$ cat config.mk
export PLATFORM = sky130hd
export DESIGN_NAME = bioch_top
export DESIGN_NICKNAME = d
export VERILOG_FILES = /design/src/rtl/bioch_pkg.sv /design/src/rtl/bioch_blk_state.sv /design/src/rtl/bioch_read_decode.sv /design/src/rtl/bioch_top.sv
export VERILOG_INCLUDE_DIRS = /design/src /design/src/rtl
export SDC_FILE = /design/constraint.sdc
export NUM_CORES = 2
export LEC_CHECK = 0
export ABC_CLOCK_PERIOD_IN_PS = 7550
export BUFFER_PORTS_ARGS = -buffer_cell sky130_fd_sc_hd__buf_2
export CELL_PAD_IN_SITES_DETAIL_PLACEMENT = 0
export CELL_PAD_IN_SITES_GLOBAL_PLACEMENT = 1
export CORE_UTILIZATION = 45
export CTS_BUF_LIST = sky130_fd_sc_hd__clkbuf_4 sky130_fd_sc_hd__clkbuf_8 sky130_fd_sc_hd__clkbuf_16
export CTS_CLUSTER_DIAMETER = 40
export DETAILED_ROUTE_END_ITERATION = 8
export GPL_TIMING_DRIVEN = 0
export PLACE_DENSITY = 0.84
export SYNTH_ARGS = -nofsm -noshare
export SYNTH_HDL_FRONTEND = slang
export SYNTH_SLANG_ARGS = --single-unit
$ cat constraint.sdc
create_clock -name ref_clk -period 7.55 [get_ports ref_clk]
set_input_delay 1.51 -clock ref_clk [delete_from_list [all_inputs] [get_ports ref_clk]]
set_output_delay 1.51 -clock ref_clk [all_outputs]
set_load 0.02 [all_outputs]
$ cat src/rtl/bioch_consts.svh
// Constants for the block I/O command handler
`ifndef BIOCH_CONSTS_SVH
`define BIOCH_CONSTS_SVH
`define BIOCH_OPC_FLUSH      8'h00
`define BIOCH_OPC_WRITE      8'h01
`define BIOCH_OPC_READ       8'h02
`define BIOCH_OPC_DSM        8'h09
`define BIOCH_SC_SUCCESS     8'h00
`define BIOCH_SC_INV_OPC     8'h01
`define BIOCH_SC_LBA_RANGE   8'h80
`define BIOCH_SC_CONFLICT    8'h80
`define BIOCH_SC_RO_RANGE    8'h82
`define BIOCH_SC_UNWRITTEN   8'h87
`define BIOCH_SCT_GENERIC    3'h0
`define BIOCH_SCT_CMD        3'h1
`define BIOCH_SCT_MEDIA      3'h2
`define BIOCH_RETRY_BIT      31
`define BIOCH_MEDIA_BIT      30
`define BIOCH_PI_HI          29
`define BIOCH_PI_LO          26
`define BIOCH_COUNT_HI       15
`define BIOCH_COUNT_LO       0
`define BIOCH_DEALLOC_BIT    2
`define BIOCH_DSM_AF_HI      1
`define BIOCH_DSM_AL_HI      5
`define BIOCH_DSM_AL_LO      4
`define BIOCH_NBLK           16
`define BIOCH_BLK_IDX_W      4
`define BIOCH_FLUSH_CYCLES   8'h10
`define BIOCH_PI_ONES        64'hFFFFFFFFFFFFFFFF
`endif

$ cat src/rtl/bioch_pkg.sv
// Types for the block I/O command handler
package bioch_pkg;
  // Per-block allocation state
  typedef enum logic [1:0] {
    BIOCH_BLK_UNWRITTEN = 2'b00,
    BIOCH_BLK_WRITTEN   = 2'b01,
    BIOCH_BLK_DEALLOC   = 2'b10
  } bioch_blk_type;

  // Submitted command as presented at the port
  typedef struct packed {
    logic [7:0]   opcode;
    logic [15:0]  cid;
    logic [63:0]  metadata_pointer;
    logic [127:0] transfer_pointer;
    logic [31:0]  dw10;
    logic [31:0]  dw11;
    logic [31:0]  dw12;
    logic [31:0]  dw13;
    logic         use_sgl;
  } bioch_cmd_type;

  // Decoded read fields
  typedef struct packed {
    logic [63:0]  start_block_address;
    logic [15:0]  block_count_minus_one;
    logic         reduced_retry_flag;
    logic         force_media_read_flag;
    logic [3:0]   protection_action_select;
    logic [63:0]  metadata_pointer;
    logic [127:0] transfer_pointer;
    logic [63:0]  prp1;
    logic [63:0]  prp2;
  } bioch_rd_type;

  // Completion entry posted to the I/O completion queue
  typedef struct packed {
    logic [15:0] cid;
    logic [2:0]  sct;
    logic [7:0]  sc;
  } bioch_cpl_type;

  // Read data beat returned to host side
  typedef struct packed {
    logic [15:0] cid;
    logic [63:0] data;
    logic [63:0] pi;
    logic        last;
  } bioch_beat_type;
endpackage : bioch_pkg

$ cat src/rtl/bioch_blk_state.sv
// Per-block allocation state table
`timescale 1ns/1ps
`include "bioch_consts.svh"
module bioch_blk_state (
  input  wire logic                          ref_clk,
  input  wire logic                          rst_n,
  input  wire logic                          wr_en,
  input  wire logic                          dealloc_en,
  input  wire logic [`BIOCH_BLK_IDX_W-1:0]   upd_idx,
  input  wire logic [`BIOCH_BLK_IDX_W-1:0]   rd_idx,
  output bioch_pkg::bioch_blk_type           rd_state
);
  // Whole table held in one packed struct
  typedef struct packed {
    bioch_pkg::bioch_blk_type [`BIOCH_NBLK-1:0] blk;
  } bioch_tbl_type;

  bioch_tbl_type st_q;  // Registered table
  bioch_tbl_type st_d;  // Next table

  // Writes mark written; deallocate marks deallocated; reads never touch
  always_comb begin
    st_d = st_q;
    if (wr_en) begin
      st_d.blk[upd_idx] = bioch_pkg::BIOCH_BLK_WRITTEN;
    end else if (dealloc_en) begin
      st_d.blk[upd_idx] = bioch_pkg::BIOCH_BLK_DEALLOC;
    end
  end

  // Table register; all blocks start unwritten
  always_ff @(posedge ref_clk or negedge rst_n) begin
    if (!rst_n) begin
      st_q <= '0;
    end else begin
      st_q <= st_d;
    end
  end

  // Lookup path is read only
  assign rd_state = st_q.blk[rd_idx];
endmodule : bioch_blk_state

$ cat src/rtl/bioch_read_decode.sv
// Field decoder for the read command words
`timescale 1ns/1ps
`include "bioch_consts.svh"
module bioch_read_decode (
  input  bioch_pkg::bioch_cmd_type cmd,
  output bioch_pkg::bioch_rd_type  rd
);
  // Pure field extraction; reserved bits 25:16 are ignored
  always_comb begin
    rd = '0;
    rd.start_block_address   = {cmd.dw11, cmd.dw10};
    rd.block_count_minus_one =
      cmd.dw12[`BIOCH_COUNT_HI:`BIOCH_COUNT_LO];
    rd.reduced_retry_flag    = cmd.dw12[`BIOCH_RETRY_BIT];
    rd.force_media_read_flag = cmd.dw12[`BIOCH_MEDIA_BIT];
    rd.protection_action_select =
      cmd.dw12[`BIOCH_PI_HI:`BIOCH_PI_LO];
    rd.metadata_pointer      = cmd.metadata_pointer;
    rd.transfer_pointer      = cmd.transfer_pointer;
    // PRP entries only meaningful without SGL
    if (!cmd.use_sgl) begin
      rd.prp1 = cmd.transfer_pointer[63:0];
      rd.prp2 = cmd.transfer_pointer[127:64];
    end
  end
endmodule : bioch_read_decode

$ cat src/rtl/bioch_top.sv
// Block I/O command handler: read, write, dataset management, flush
`timescale 1ns/1ps
`include "bioch_consts.svh"
// Top of the block: sequencer, store,
// allocation table and field decoders
module bioch_top (
  input  wire logic                  ref_clk,
  input  wire logic                  rst_n,
  input  bioch_pkg::bioch_cmd_type   cmd,
  input  wire logic                  cmd_valid,
  output logic                       cmd_ready,
  input  wire logic [63:0]           wr_data,
  input  wire logic                  err_unwritten_supported,
  input  wire logic                  err_unwritten_enabled,
  input  wire logic                  ro_range,
  input  wire logic                  ro_report_en,
  output bioch_pkg::bioch_beat_type  rd_beat,
  output logic                       rd_beat_valid,
  input  wire logic                  rd_beat_ready,
  output bioch_pkg::bioch_rd_type    rd_fields,
  output logic                       media_read,
  output logic                       limited_retry,
  output logic                       flush_active,
  input  wire logic                  flush_done,
  output bioch_pkg::bioch_cpl_type   cpl,
  output logic                       cpl_valid,
  input  wire logic                  cpl_ready
);
  // Controller phases
  // Binary codes written out; the default
  // branch pulls a stray code back to idle
  typedef enum logic [2:0] {
    BIOCH_IDLE  = 3'b000,
    BIOCH_READ  = 3'b001,
    BIOCH_FLUSH = 3'b010,
    BIOCH_CPL   = 3'b011
  } bioch_fsm_type;

  // All controller state in one struct
  // Beat and completion slots are one deep,
  // so a slow host stalls the sequencer
  typedef struct packed {
    bioch_fsm_type            fsm;
    bioch_pkg::bioch_cmd_type cmd;
    logic [15:0]              remain;
    logic [`BIOCH_BLK_IDX_W-1:0] idx;
    bioch_pkg::bioch_beat_type beat;
    logic                     beat_v;
    bioch_pkg::bioch_cpl_type cpl;
    logic                     cpl_v;
    logic [7:0]               flush_cnt;
    logic                     flush_ext;
  } bioch_state_type;

  bioch_state_type s_q;  // Registered state
  bioch_state_type s_d;  // Next state

  // Data store, one word per block
  // Flip-flops: the small table is read
  // in the same cycle it is addressed
  logic [63:0] mem_q [`BIOCH_NBLK];
  logic [63:0] mem_d [`BIOCH_NBLK];

  // Glue between sequencer and helpers
  bioch_pkg::bioch_rd_type  rdec;      // Decoded incoming command
  bioch_pkg::bioch_rd_type  rdec_cur;  // Decoded held command
  bioch_pkg::bioch_blk_type look_st;   // State of block being looked up
  logic                     wr_en;     // Block write this cycle
  logic                     dealloc_en;// Block deallocate this cycle
  logic [`BIOCH_BLK_IDX_W-1:0] upd_idx;
  logic [`BIOCH_BLK_IDX_W-1:0] look_idx;
  logic                     range_bad; // Looked-up block unreadable
  logic                     take;      // Command accepted

  // Two decoders: one looks ahead at the offer,
  // one follows the command being served
  // Decoder for the arriving command, steers admission checks
  bioch_read_decode u_dec_in (
    .cmd (cmd),
    .rd  (rdec)
  );

  // Decoder for the held command, exported to the data mover
  bioch_read_decode u_dec_cur (
    .cmd (s_q.cmd),
    .rd  (rdec_cur)
  );

  // Allocation state table
  // Table update lands on the same edge as the store
  bioch_blk_state u_blk (
    .ref_clk    (ref_clk),
    .rst_n      (rst_n),
    .wr_en      (wr_en),
    .dealloc_en (dealloc_en),
    .upd_idx    (upd_idx),
    .rd_idx     (look_idx),
    .rd_state   (look_st)
  );

  // Block index from a start address, wraps on the small table
  // Upper address bits are dropped, so a host
  // must keep its ranges inside the table
  function automatic logic [`BIOCH_BLK_IDX_W-1:0] blk_of(
    input logic [63:0] a
  );
    blk_of = a[`BIOCH_BLK_IDX_W-1:0];
  endfunction : blk_of

  // Conflict check on dataset attributes: a latency hint on a deallocate
  // with no frequency hint in the bits below the deallocate flag is
  // treated as contradictory; coarse but deterministic. The frequency
  // field stays clear of the deallocate flag, else it could never fire
  function automatic logic dsm_conflict(input logic [31:0] attr);
    dsm_conflict = (attr[`BIOCH_DSM_AL_HI:`BIOCH_DSM_AL_LO] != 2'h0) &&
                   (attr[`BIOCH_DSM_AF_HI:0] == 2'h0) &&
                   attr[`BIOCH_DEALLOC_BIT];
  endfunction : dsm_conflict

  // Whole range pre-check for the unwritten error, one block per cycle
  // would cost latency, so admission only samples the start block and
  // the walk re-checks each block as it streams
  // The start block lookup runs before the take,
  // so an early error costs no beat at all
  assign look_idx = (s_q.fsm == BIOCH_READ) ? s_q.idx
                                             : blk_of(rdec.start_block_address);
  assign range_bad = (look_st != bioch_pkg::BIOCH_BLK_WRITTEN);

  // Command ready decodes the phase; valids and
  // beat and completion data come straight from registers
  assign cmd_ready     = (s_q.fsm == BIOCH_IDLE) && !s_q.cpl_v;
  assign take          = cmd_valid && cmd_ready;
  assign rd_beat       = s_q.beat;
  assign rd_beat_valid = s_q.beat_v;
  assign cpl           = s_q.cpl;
  assign cpl_valid     = s_q.cpl_v;
  assign rd_fields     = rdec_cur;
  // Hints stand only while the read streams
  assign media_read    = (s_q.fsm == BIOCH_READ) &&
                         rdec_cur.force_media_read_flag;
  assign limited_retry = (s_q.fsm == BIOCH_READ) &&
                         rdec_cur.reduced_retry_flag;
  assign flush_active  = (s_q.fsm == BIOCH_FLUSH);

  // Next-state logic for the command sequencer
  // One pass picks the next phase, the table
  // update and the store write together
  always_comb begin
    s_d        = s_q;
    wr_en      = 1'b0;
    dealloc_en = 1'b0;
    upd_idx    = blk_of(rdec.start_block_address);
    // Store holds unless a write lands
    for (int i = 0; i < `BIOCH_NBLK; i++) begin
      mem_d[i] = mem_q[i];
    end
    // Beat consumed by host side
    // Cleared first; a new beat set below wins
    if (s_q.beat_v && rd_beat_ready) begin
      s_d.beat_v = 1'b0;
    end
    // Completion taken by queue
    // Cleared first; a new posting below wins
    if (s_q.cpl_v && cpl_ready) begin
      s_d.cpl_v = 1'b0;
    end
    case (s_q.fsm)
      BIOCH_IDLE: begin
        if (take) begin
          // Latch the command; status stays success
          // unless a branch below overrides it
          s_d.cmd        = cmd;
          s_d.cpl.cid    = cmd.cid;
          s_d.cpl.sct    = `BIOCH_SCT_GENERIC;
          s_d.cpl.sc     = `BIOCH_SC_SUCCESS;
          case (cmd.opcode)
            `BIOCH_OPC_WRITE: begin
              // One word per command, written block leaves dealloc
              wr_en = 1'b1;
              // Store and table move on the same edge
              mem_d[upd_idx] = wr_data;
              s_d.fsm = BIOCH_CPL;
            end
            `BIOCH_OPC_READ: begin
              // Error only when supported and enabled;
              // otherwise substitute data is returned
              if (err_unwritten_supported && err_unwritten_enabled &&
                  range_bad) begin
                s_d.cpl.sct = `BIOCH_SCT_MEDIA;
                s_d.cpl.sc  = `BIOCH_SC_UNWRITTEN;
                s_d.fsm     = BIOCH_CPL;
              end else begin
                // Count is zero based, so zero is one block
                s_d.remain = rdec.block_count_minus_one;
                s_d.idx    = blk_of(rdec.start_block_address);
                s_d.fsm    = BIOCH_READ;
              end
            end
            `BIOCH_OPC_DSM: begin
              // Conflict wins over any deallocate asked for
              if (dsm_conflict(cmd.dw11)) begin
                s_d.cpl.sct = `BIOCH_SCT_CMD;
                s_d.cpl.sc  = `BIOCH_SC_CONFLICT;
              end else if (cmd.dw11[`BIOCH_DEALLOC_BIT] && ro_range) begin
                // Optional report; silently skipped when not enabled
                // A refused range leaves the table untouched
                if (ro_report_en) begin
                  s_d.cpl.sct = `BIOCH_SCT_CMD;
                  s_d.cpl.sc  = `BIOCH_SC_RO_RANGE;
                end
              end else if (cmd.dw11[`BIOCH_DEALLOC_BIT]) begin
                // Range start taken from dword 10 as block address
                upd_idx    = blk_of({32'h0, cmd.dw10});
                dealloc_en = 1'b1;
              end
              s_d.fsm = BIOCH_CPL;
            end
            `BIOCH_OPC_FLUSH: begin
              // Command dwords are not looked at
              // Completes once both the minimum wait and media done are in
              s_d.flush_cnt = `BIOCH_FLUSH_CYCLES;
              s_d.flush_ext = 1'b0;
              s_d.fsm       = BIOCH_FLUSH;
            end
            default: begin
              // Unknown opcode completes at once
              s_d.cpl.sc = `BIOCH_SC_INV_OPC;
              s_d.fsm    = BIOCH_CPL;
            end
          endcase
        end
      end
      BIOCH_READ: begin
        // Stream one beat per block while the output slot is free
        // Each block is checked again as it streams,
        // since a range may run into unwritten blocks
        // and the error must end the range there
        if (!s_q.beat_v || rd_beat_ready) begin
          if (err_unwritten_supported && err_unwritten_enabled &&
              range_bad) begin
            // Abort; the rest of the range is skipped
            s_d.cpl.sct = `BIOCH_SCT_MEDIA;
            s_d.cpl.sc  = `BIOCH_SC_UNWRITTEN;
            s_d.fsm     = BIOCH_CPL;
          end else begin
            s_d.beat.cid = s_q.cmd.cid;
            // Non-written blocks return fixed zeros, stable across reads
            s_d.beat.data = range_bad ? 64'h0 : mem_q[s_q.idx];
            s_d.beat.pi   = range_bad ? `BIOCH_PI_ONES : 64'h0;
            // Final block of the range carries last
            s_d.beat.last = (s_q.remain == 16'h0);
            s_d.beat_v    = 1'b1;
            s_d.idx       = s_q.idx + 1'b1;
            s_d.remain    = s_q.remain - 16'h1;
            if (s_q.remain == 16'h0) begin
              s_d.fsm = BIOCH_CPL;
            end
          end
        end
      end
      BIOCH_FLUSH: begin
        // Writes commit on the edge that takes them, so everything completed earlier is
        // already in the store; the wait covers the external media side
        if (flush_done) begin
          s_d.flush_ext = 1'b1;
        end
        // Counter parks at zero
        if (s_q.flush_cnt != 8'h0) begin
          s_d.flush_cnt = s_q.flush_cnt - 8'h1;
        end
        // Flush is global across namespaces, which is allowed
        // Counter and media may finish in either order
        if (s_q.flush_cnt == 8'h0 && (s_q.flush_ext || flush_done)) begin
          s_d.fsm = BIOCH_CPL;
        end
      end
      BIOCH_CPL: begin
        // Wait for last beat to drain before posting
        // so the host sees all data before the status
        if (!s_q.beat_v || rd_beat_ready) begin
          s_d.cpl_v = 1'b1;
          s_d.fsm   = BIOCH_IDLE;
        end
      end
      default: begin
        // Stray phase code falls back to idle
        s_d.fsm = BIOCH_IDLE;
      end
    endcase
  end

  // State register
  // Reset leaves the sequencer idle with both
  // output slots empty
  always_ff @(posedge ref_clk or negedge rst_n) begin
    if (!rst_n) begin
      s_q <= '0;
    end else begin
      s_q <= s_d;
    end
  end

  // Data store register, one per block
  // Cleared on reset, so a word never leaks
  // from before the reset into a later read
  genvar g;
  generate
    for (g = 0; g < `BIOCH_NBLK; g++) begin : g_mem
      always_ff @(posedge ref_clk or negedge rst_n) begin
        if (!rst_n) begin
          mem_q[g] <= 64'h0;
        end else begin
          mem_q[g] <= mem_d[g];
        end
      end
    end
  endgenerate
endmodule : bioch_top

Word level (Yosys, flattened, before mapping)
Cells that the tools add are included.
- register bits: 1591
- bits of input ports: 419
- output and inout port bits: 584
- add/sub/neg operators: 3
- order comparisons: 6
- eq/ne operators: 19
- mux-type cells: 59
- bitwise operators: 9
- reductions and logical operators: 37
- operator list (operator ; number):
    bitwise mux 1024 bit ; 1
    2-to-1 mux 368 bit ; 1
    2-to-1 mux 166 bit ; 2
    2-to-1 mux 64 bit ; 5
    binary-select mux 64 bit (select 4 bit) ; 1
    demux 64 bit (select 4 bit) ; 1
    2-to-1 mux 128 bit ; 1
    2-to-1 mux 32 bit ; 2
    2-to-1 mux 9 bit ; 5
    2-to-1 mux 20 bit ; 2
    one-hot mux 20 bit (2 select lines) ; 1
    2-to-1 mux 11 bit ; 3
    AND 16 bit ; 2
    inverter 16 bit ; 2
    bitwise OR 16 bit ; 2
    one-hot mux 8 bit (3 select lines) ; 1
    one-hot mux 11 bit (2 select lines) ; 1
    one-hot mux 9 bit (2 select lines) ; 1
    logical NOT 16 bit ; 1
    logical NOT 8 bit ; 2
    != test 2 x 1 -> 1 bit (second input constant) ; 8
    subtractor 16 x 1 -> 16 bit (second input constant) ; 1
    2-to-1 mux 1 bit ; 15
    2-to-1 mux 3 bit ; 5
    other kinds (37) ; 67

Longest topological paths before layout
- depth after elaboration: 10
- gate-level depth with buffers: 12

Modules after synthesis
From an unflattened synthesis, not the netlist that was laid out.
- cells, all modules: 5913
- area, all modules: 72713.5 sq um
- by module, submodules not included (module ; instances ; cells an instance ; area an instance (sq um)):
    bioch_top ; 1 ; 4940 ; 65049.9
    bioch_read_decode ; 2 ; 420 ; 2989.1
    bioch_blk_state ; 1 ; 133 ; 1685.4

Worst setup path after synthesis
No wires, ideal clock.
- path type: input port to flip-flop
- start: input port cmd[342] in the netlist's numbering
- end: register mem_q[131] in the netlist's numbering
- library setup time: 127 ps
- arrival: 4015 ps
- data required time: 7423 ps
- setup slack: 3407 ps
- stages: 8
- cell sequence: or4_1 > or2_1 > or4_4 > or2_4 > buf_4 > nor2_8 > buf_6 > mux2_1
- word-level cells in the longest chain between the ends: 2
- RTL lines (what ; RTL line ; source):
    start, declared ; bioch_top.sv:9 ; input bioch_pkg::bioch_cmd_type cmd,
    == test 8 x 1 -> 1 bit ; bioch_top.sv:176 ; case (cmd.opcode)
    AND reduction 3 bit (no line) ; -- ;
    end signal, assigned by index ; bioch_top.sv:313 ; mem_q[g] <= mem_d[g];
    end, declared ; bioch_top.sv:61 ; logic [63:0] mem_q [`BIOCH_NBLK];
No other way between the ends.
A chain may end at the register's enable or synchronous reset.

==> summary.md <==
| Metric | Value |
|---|---|
| Skew-Pair Late Insertion Delay | 0.85 ns |
| Dpl ws | 2.48 ns |
| Worst Setup Start Kind | flop |
| Leak pwr | 42.9 nW |
| Async set or reset register ratio after synthesis | 100% |
| Most frequently used flop master after synthesis | dfrtp_1 |
| Slew HR | 8.29% |
| Setup TNS Final | 0 ns |
| Wire per inst | 29.1 µm |
| Row count | 142 |
| Yosys cell types | 71 |
| Design area | 83,200 µm² |
| RSZ-0062 raised after global routing | false |
| Die footprint | 152,000 µm² |
| RD Place Congestion | 1.01 |
| Syn avg cell area | 13.3 µm² |
| Beginning of the worst hold path | s_q[464] |
| R2R setup slack | 2.58 ns |
| Num CTS Buffers | 210 |
| Placeable Area | 150,000 µm² |
| Register clock-pin slew on the reported worst setup and hold paths | 0.05 ns |
| Hold Buf Count CTS | 0 |
| Largest area contributor in the netlist | dfrtp_1 |
| Placed cell areas | 75,400 µm² |
| Global route overflow | 0 |
| Top-count cell post-synth | dfrtp_1 |
| Sequential fraction of the synthesis area | 54.3% |
| Final worst-path cycle share | 68.7% |
| CP max stage cell | clkbuf_1 |
| Most common cell on crit path | clkbuf_1 |
| Width of the chip | 390 µm |
| Cell Pwr Density | 367 nW/µm² |
| Worst r2r src | s_q[549] |
| Worst R2R Path Depth | 11 |
| Post-synth EDFFs | 0 |
| Final WL | 248,000 µm |
| DRT Pass-1 Iters | 5 |
| CTS Buffer Depth | 3 |
| Clock root buffer | clkbuf_16 |
| Crit Path Class | reg2out |
| Iteration-0 DRC Markers | 3,772 |
| CP Capture Type | primary output |
| FF/Latch Area | 36,800 µm² |
| Pin count of the biggest net entering global routing | 175 |
| Postcts setup bufs | 0 |
| Clock Sinks | 1,472 |
| Global-route wire length before repair | 348,000 µm |
| Worst-Margin Slew | 1.38 ns |
| Clk_skew | 0.0660 ns |
| Max Fclk | 0.193 GHz |
| Via count | 46,800 |
| Worst hold path type | reg2reg |
| Initial antenna violation count | 73 |
| Die H | 390 µm |
| Hold Path Stages | 2 |
| Syn Std Cell Area | 67,800 µm² |
| Cells after Synth | 5,088 |
| CTS tree | done |
| # IOs | 1,003 |
| Via/cell ratio | 5.50 |
| All-Layer GR Usage | 32.4% |
| IO Port Bufs | 955 |
| Max-cap violations | 0 |
| Synth area leaders | dfrtp_1, mux2_2, mux4_2 |
| Area share of the largest cell type after synthesis | 54.3% |
| Yosys warnings | 0 |
| Top cells by count, synth | dfrtp_1, nand2_1, mux2_2 |
| Multi-input logic area | 26,000 µm² |
| Post-DP HPWL | 186,000 µm |
| H-Tree Depth | 4 |
| Area Overhead vs Synth | 22.7% |
| CP peak stage delay | 1.01 ns |
| Vias in the first global route | 47,600 |
| Crit Path Max Fanout | 10 |
| VDD IR-drop max | 0.253 mV |
| Final min period | 5.18 ns |
| Post_cts resized | 0 |
| Status | finished, final reports clean |
| #FFs+latches synth | 1,472 |
| Final count of hold timing violations | 0 |
| Worst Path Arrival | 3.67 ns |
| Initial Util | 45.3% |
| Hold Path End | s_q[464] |
| Final Worst Setup Slack | 2.37 ns |
| # setup viols final | 0 |
| RR Endpoint | rd_beat[0] |
| Overall Power | 30.6 mW |
| Max Slew Vio Count | 0 |
| Fill cells | 12,400 |
| Hold slack | 0.479 ns |
| Layout cells sized above 1 | 49.0% |
| Crit-path cells | clkbuf_1 > clkbuf_1 > nor2b_1 > buf_2 |
| # DRC | 0 |
| Post-route ant nets | 0 |
| Fin nets | 6,699 |
| Worst Path Required | 6.04 ns |
[worst max-delay path, delay by kind of cell, from the launching register on]
| family | cells | cell delay, ns |
|---|---|---|
| DFF | 1 | 0.37 |
| buffers and inverters | 3 | 2.01 |
| and+or+nand+nor | 1 | 0.45 |
[logic make-up (layout without fill, tap and decap cells)]
kind of cell	count (synthesis)	count (layout)	share of synthesized area, %
xor+xnor	6	6	0.0775
flops	1472	1472	54.3
fa+ha+maj	10	10	0.184
other cells	1	56	0.00553
mux	1375	1375	28.1
simple gates	1196	1196	7.58
buf+inv	834	2194	7.43
compound gates	194	194	2.26
[cell type report]
type | count | share of cell area [%]
Timing Repair Buffer | 966 | 6.09
Inverter | 14 | 0.0632
Sequential cell | 1472 | 44.3
Buffer | 820 | 5.99
Tap cell | 2016 | 3.03
Clock inverter | 137 | 2.23
Clock buffer | 257 | 6.96
Multi-Input combinational cell | 2786 | 31.2
Antenna cell | 51 | 0.153
[how the worst max path moves through the flow]
stage                     startpoint      endpoint
after CTS                   s_q[203]  rd_fields[8]
after detailed placement     cmd[98]    rd_beat[0]
final                       s_q[203]  rd_fields[8]
after global placement         rst_n      s_q[429]
after floorplan             cmd[342]    mem_q[131]
after global routing        s_q[203]  rd_fields[8]
[where the power goes]
part           internal [mW]  switching [mW]
clock                   6.48            3.99
sequential              8.79            1.00
combinational           3.51            6.81
[state kept, by name, summed over array words and instances, names as in the netlist]
| register | flops |
|---|---|
| u_blk.st_q | 32 |
| mem_q | 1024 |
| cpl | 22 |
| s_q | 310 |
| rd_beat_valid | 1 |
| cpl_valid | 1 |
| rd_beat | 82 |
[metrics by stage]
| stage | util [%] | cells |
|---|---|---|
| 6_report | 55.6 | 8519 |
| 5_1_grt | 55.5 | 8482 |
| 4_1_cts | 55.5 | 8468 |
| 3_5_place_dp | 50.4 | 8074 |
| 3_3_place_gp | 50.2 | 8063 |
| 2_1_floorplan | - | 5092 |
[layout by cell type (no fill, tap or decap), types with 41 or more instances in the layout]
master,n
a32o_1,64
buf_2,1023
buf_4,463
clkbuf_1,246
clkbuf_16,211
dfrtp_1,1471
diode_2,51
mux2_1,131
mux2_2,917
mux4_2,321
nand2_1,930
nor2b_1,137
o21ai_0,41
[routing by layer]
metal / track usage, % / share of wire, % / vias up / routed length (µm)
li1: - / - / 19800 / -
met1: 40.2 / 38 / 24600 / 94700
met2: 48.5 / 45 / 1867 / 112000
met3: 13.8 / 11 / 495 / 28100
met4: 16.1 / 5.2 / 56 / 12900
met5: 0.925 / 0.21 / - / 514
Note: power is estimated with default switching activity, not from simulation.
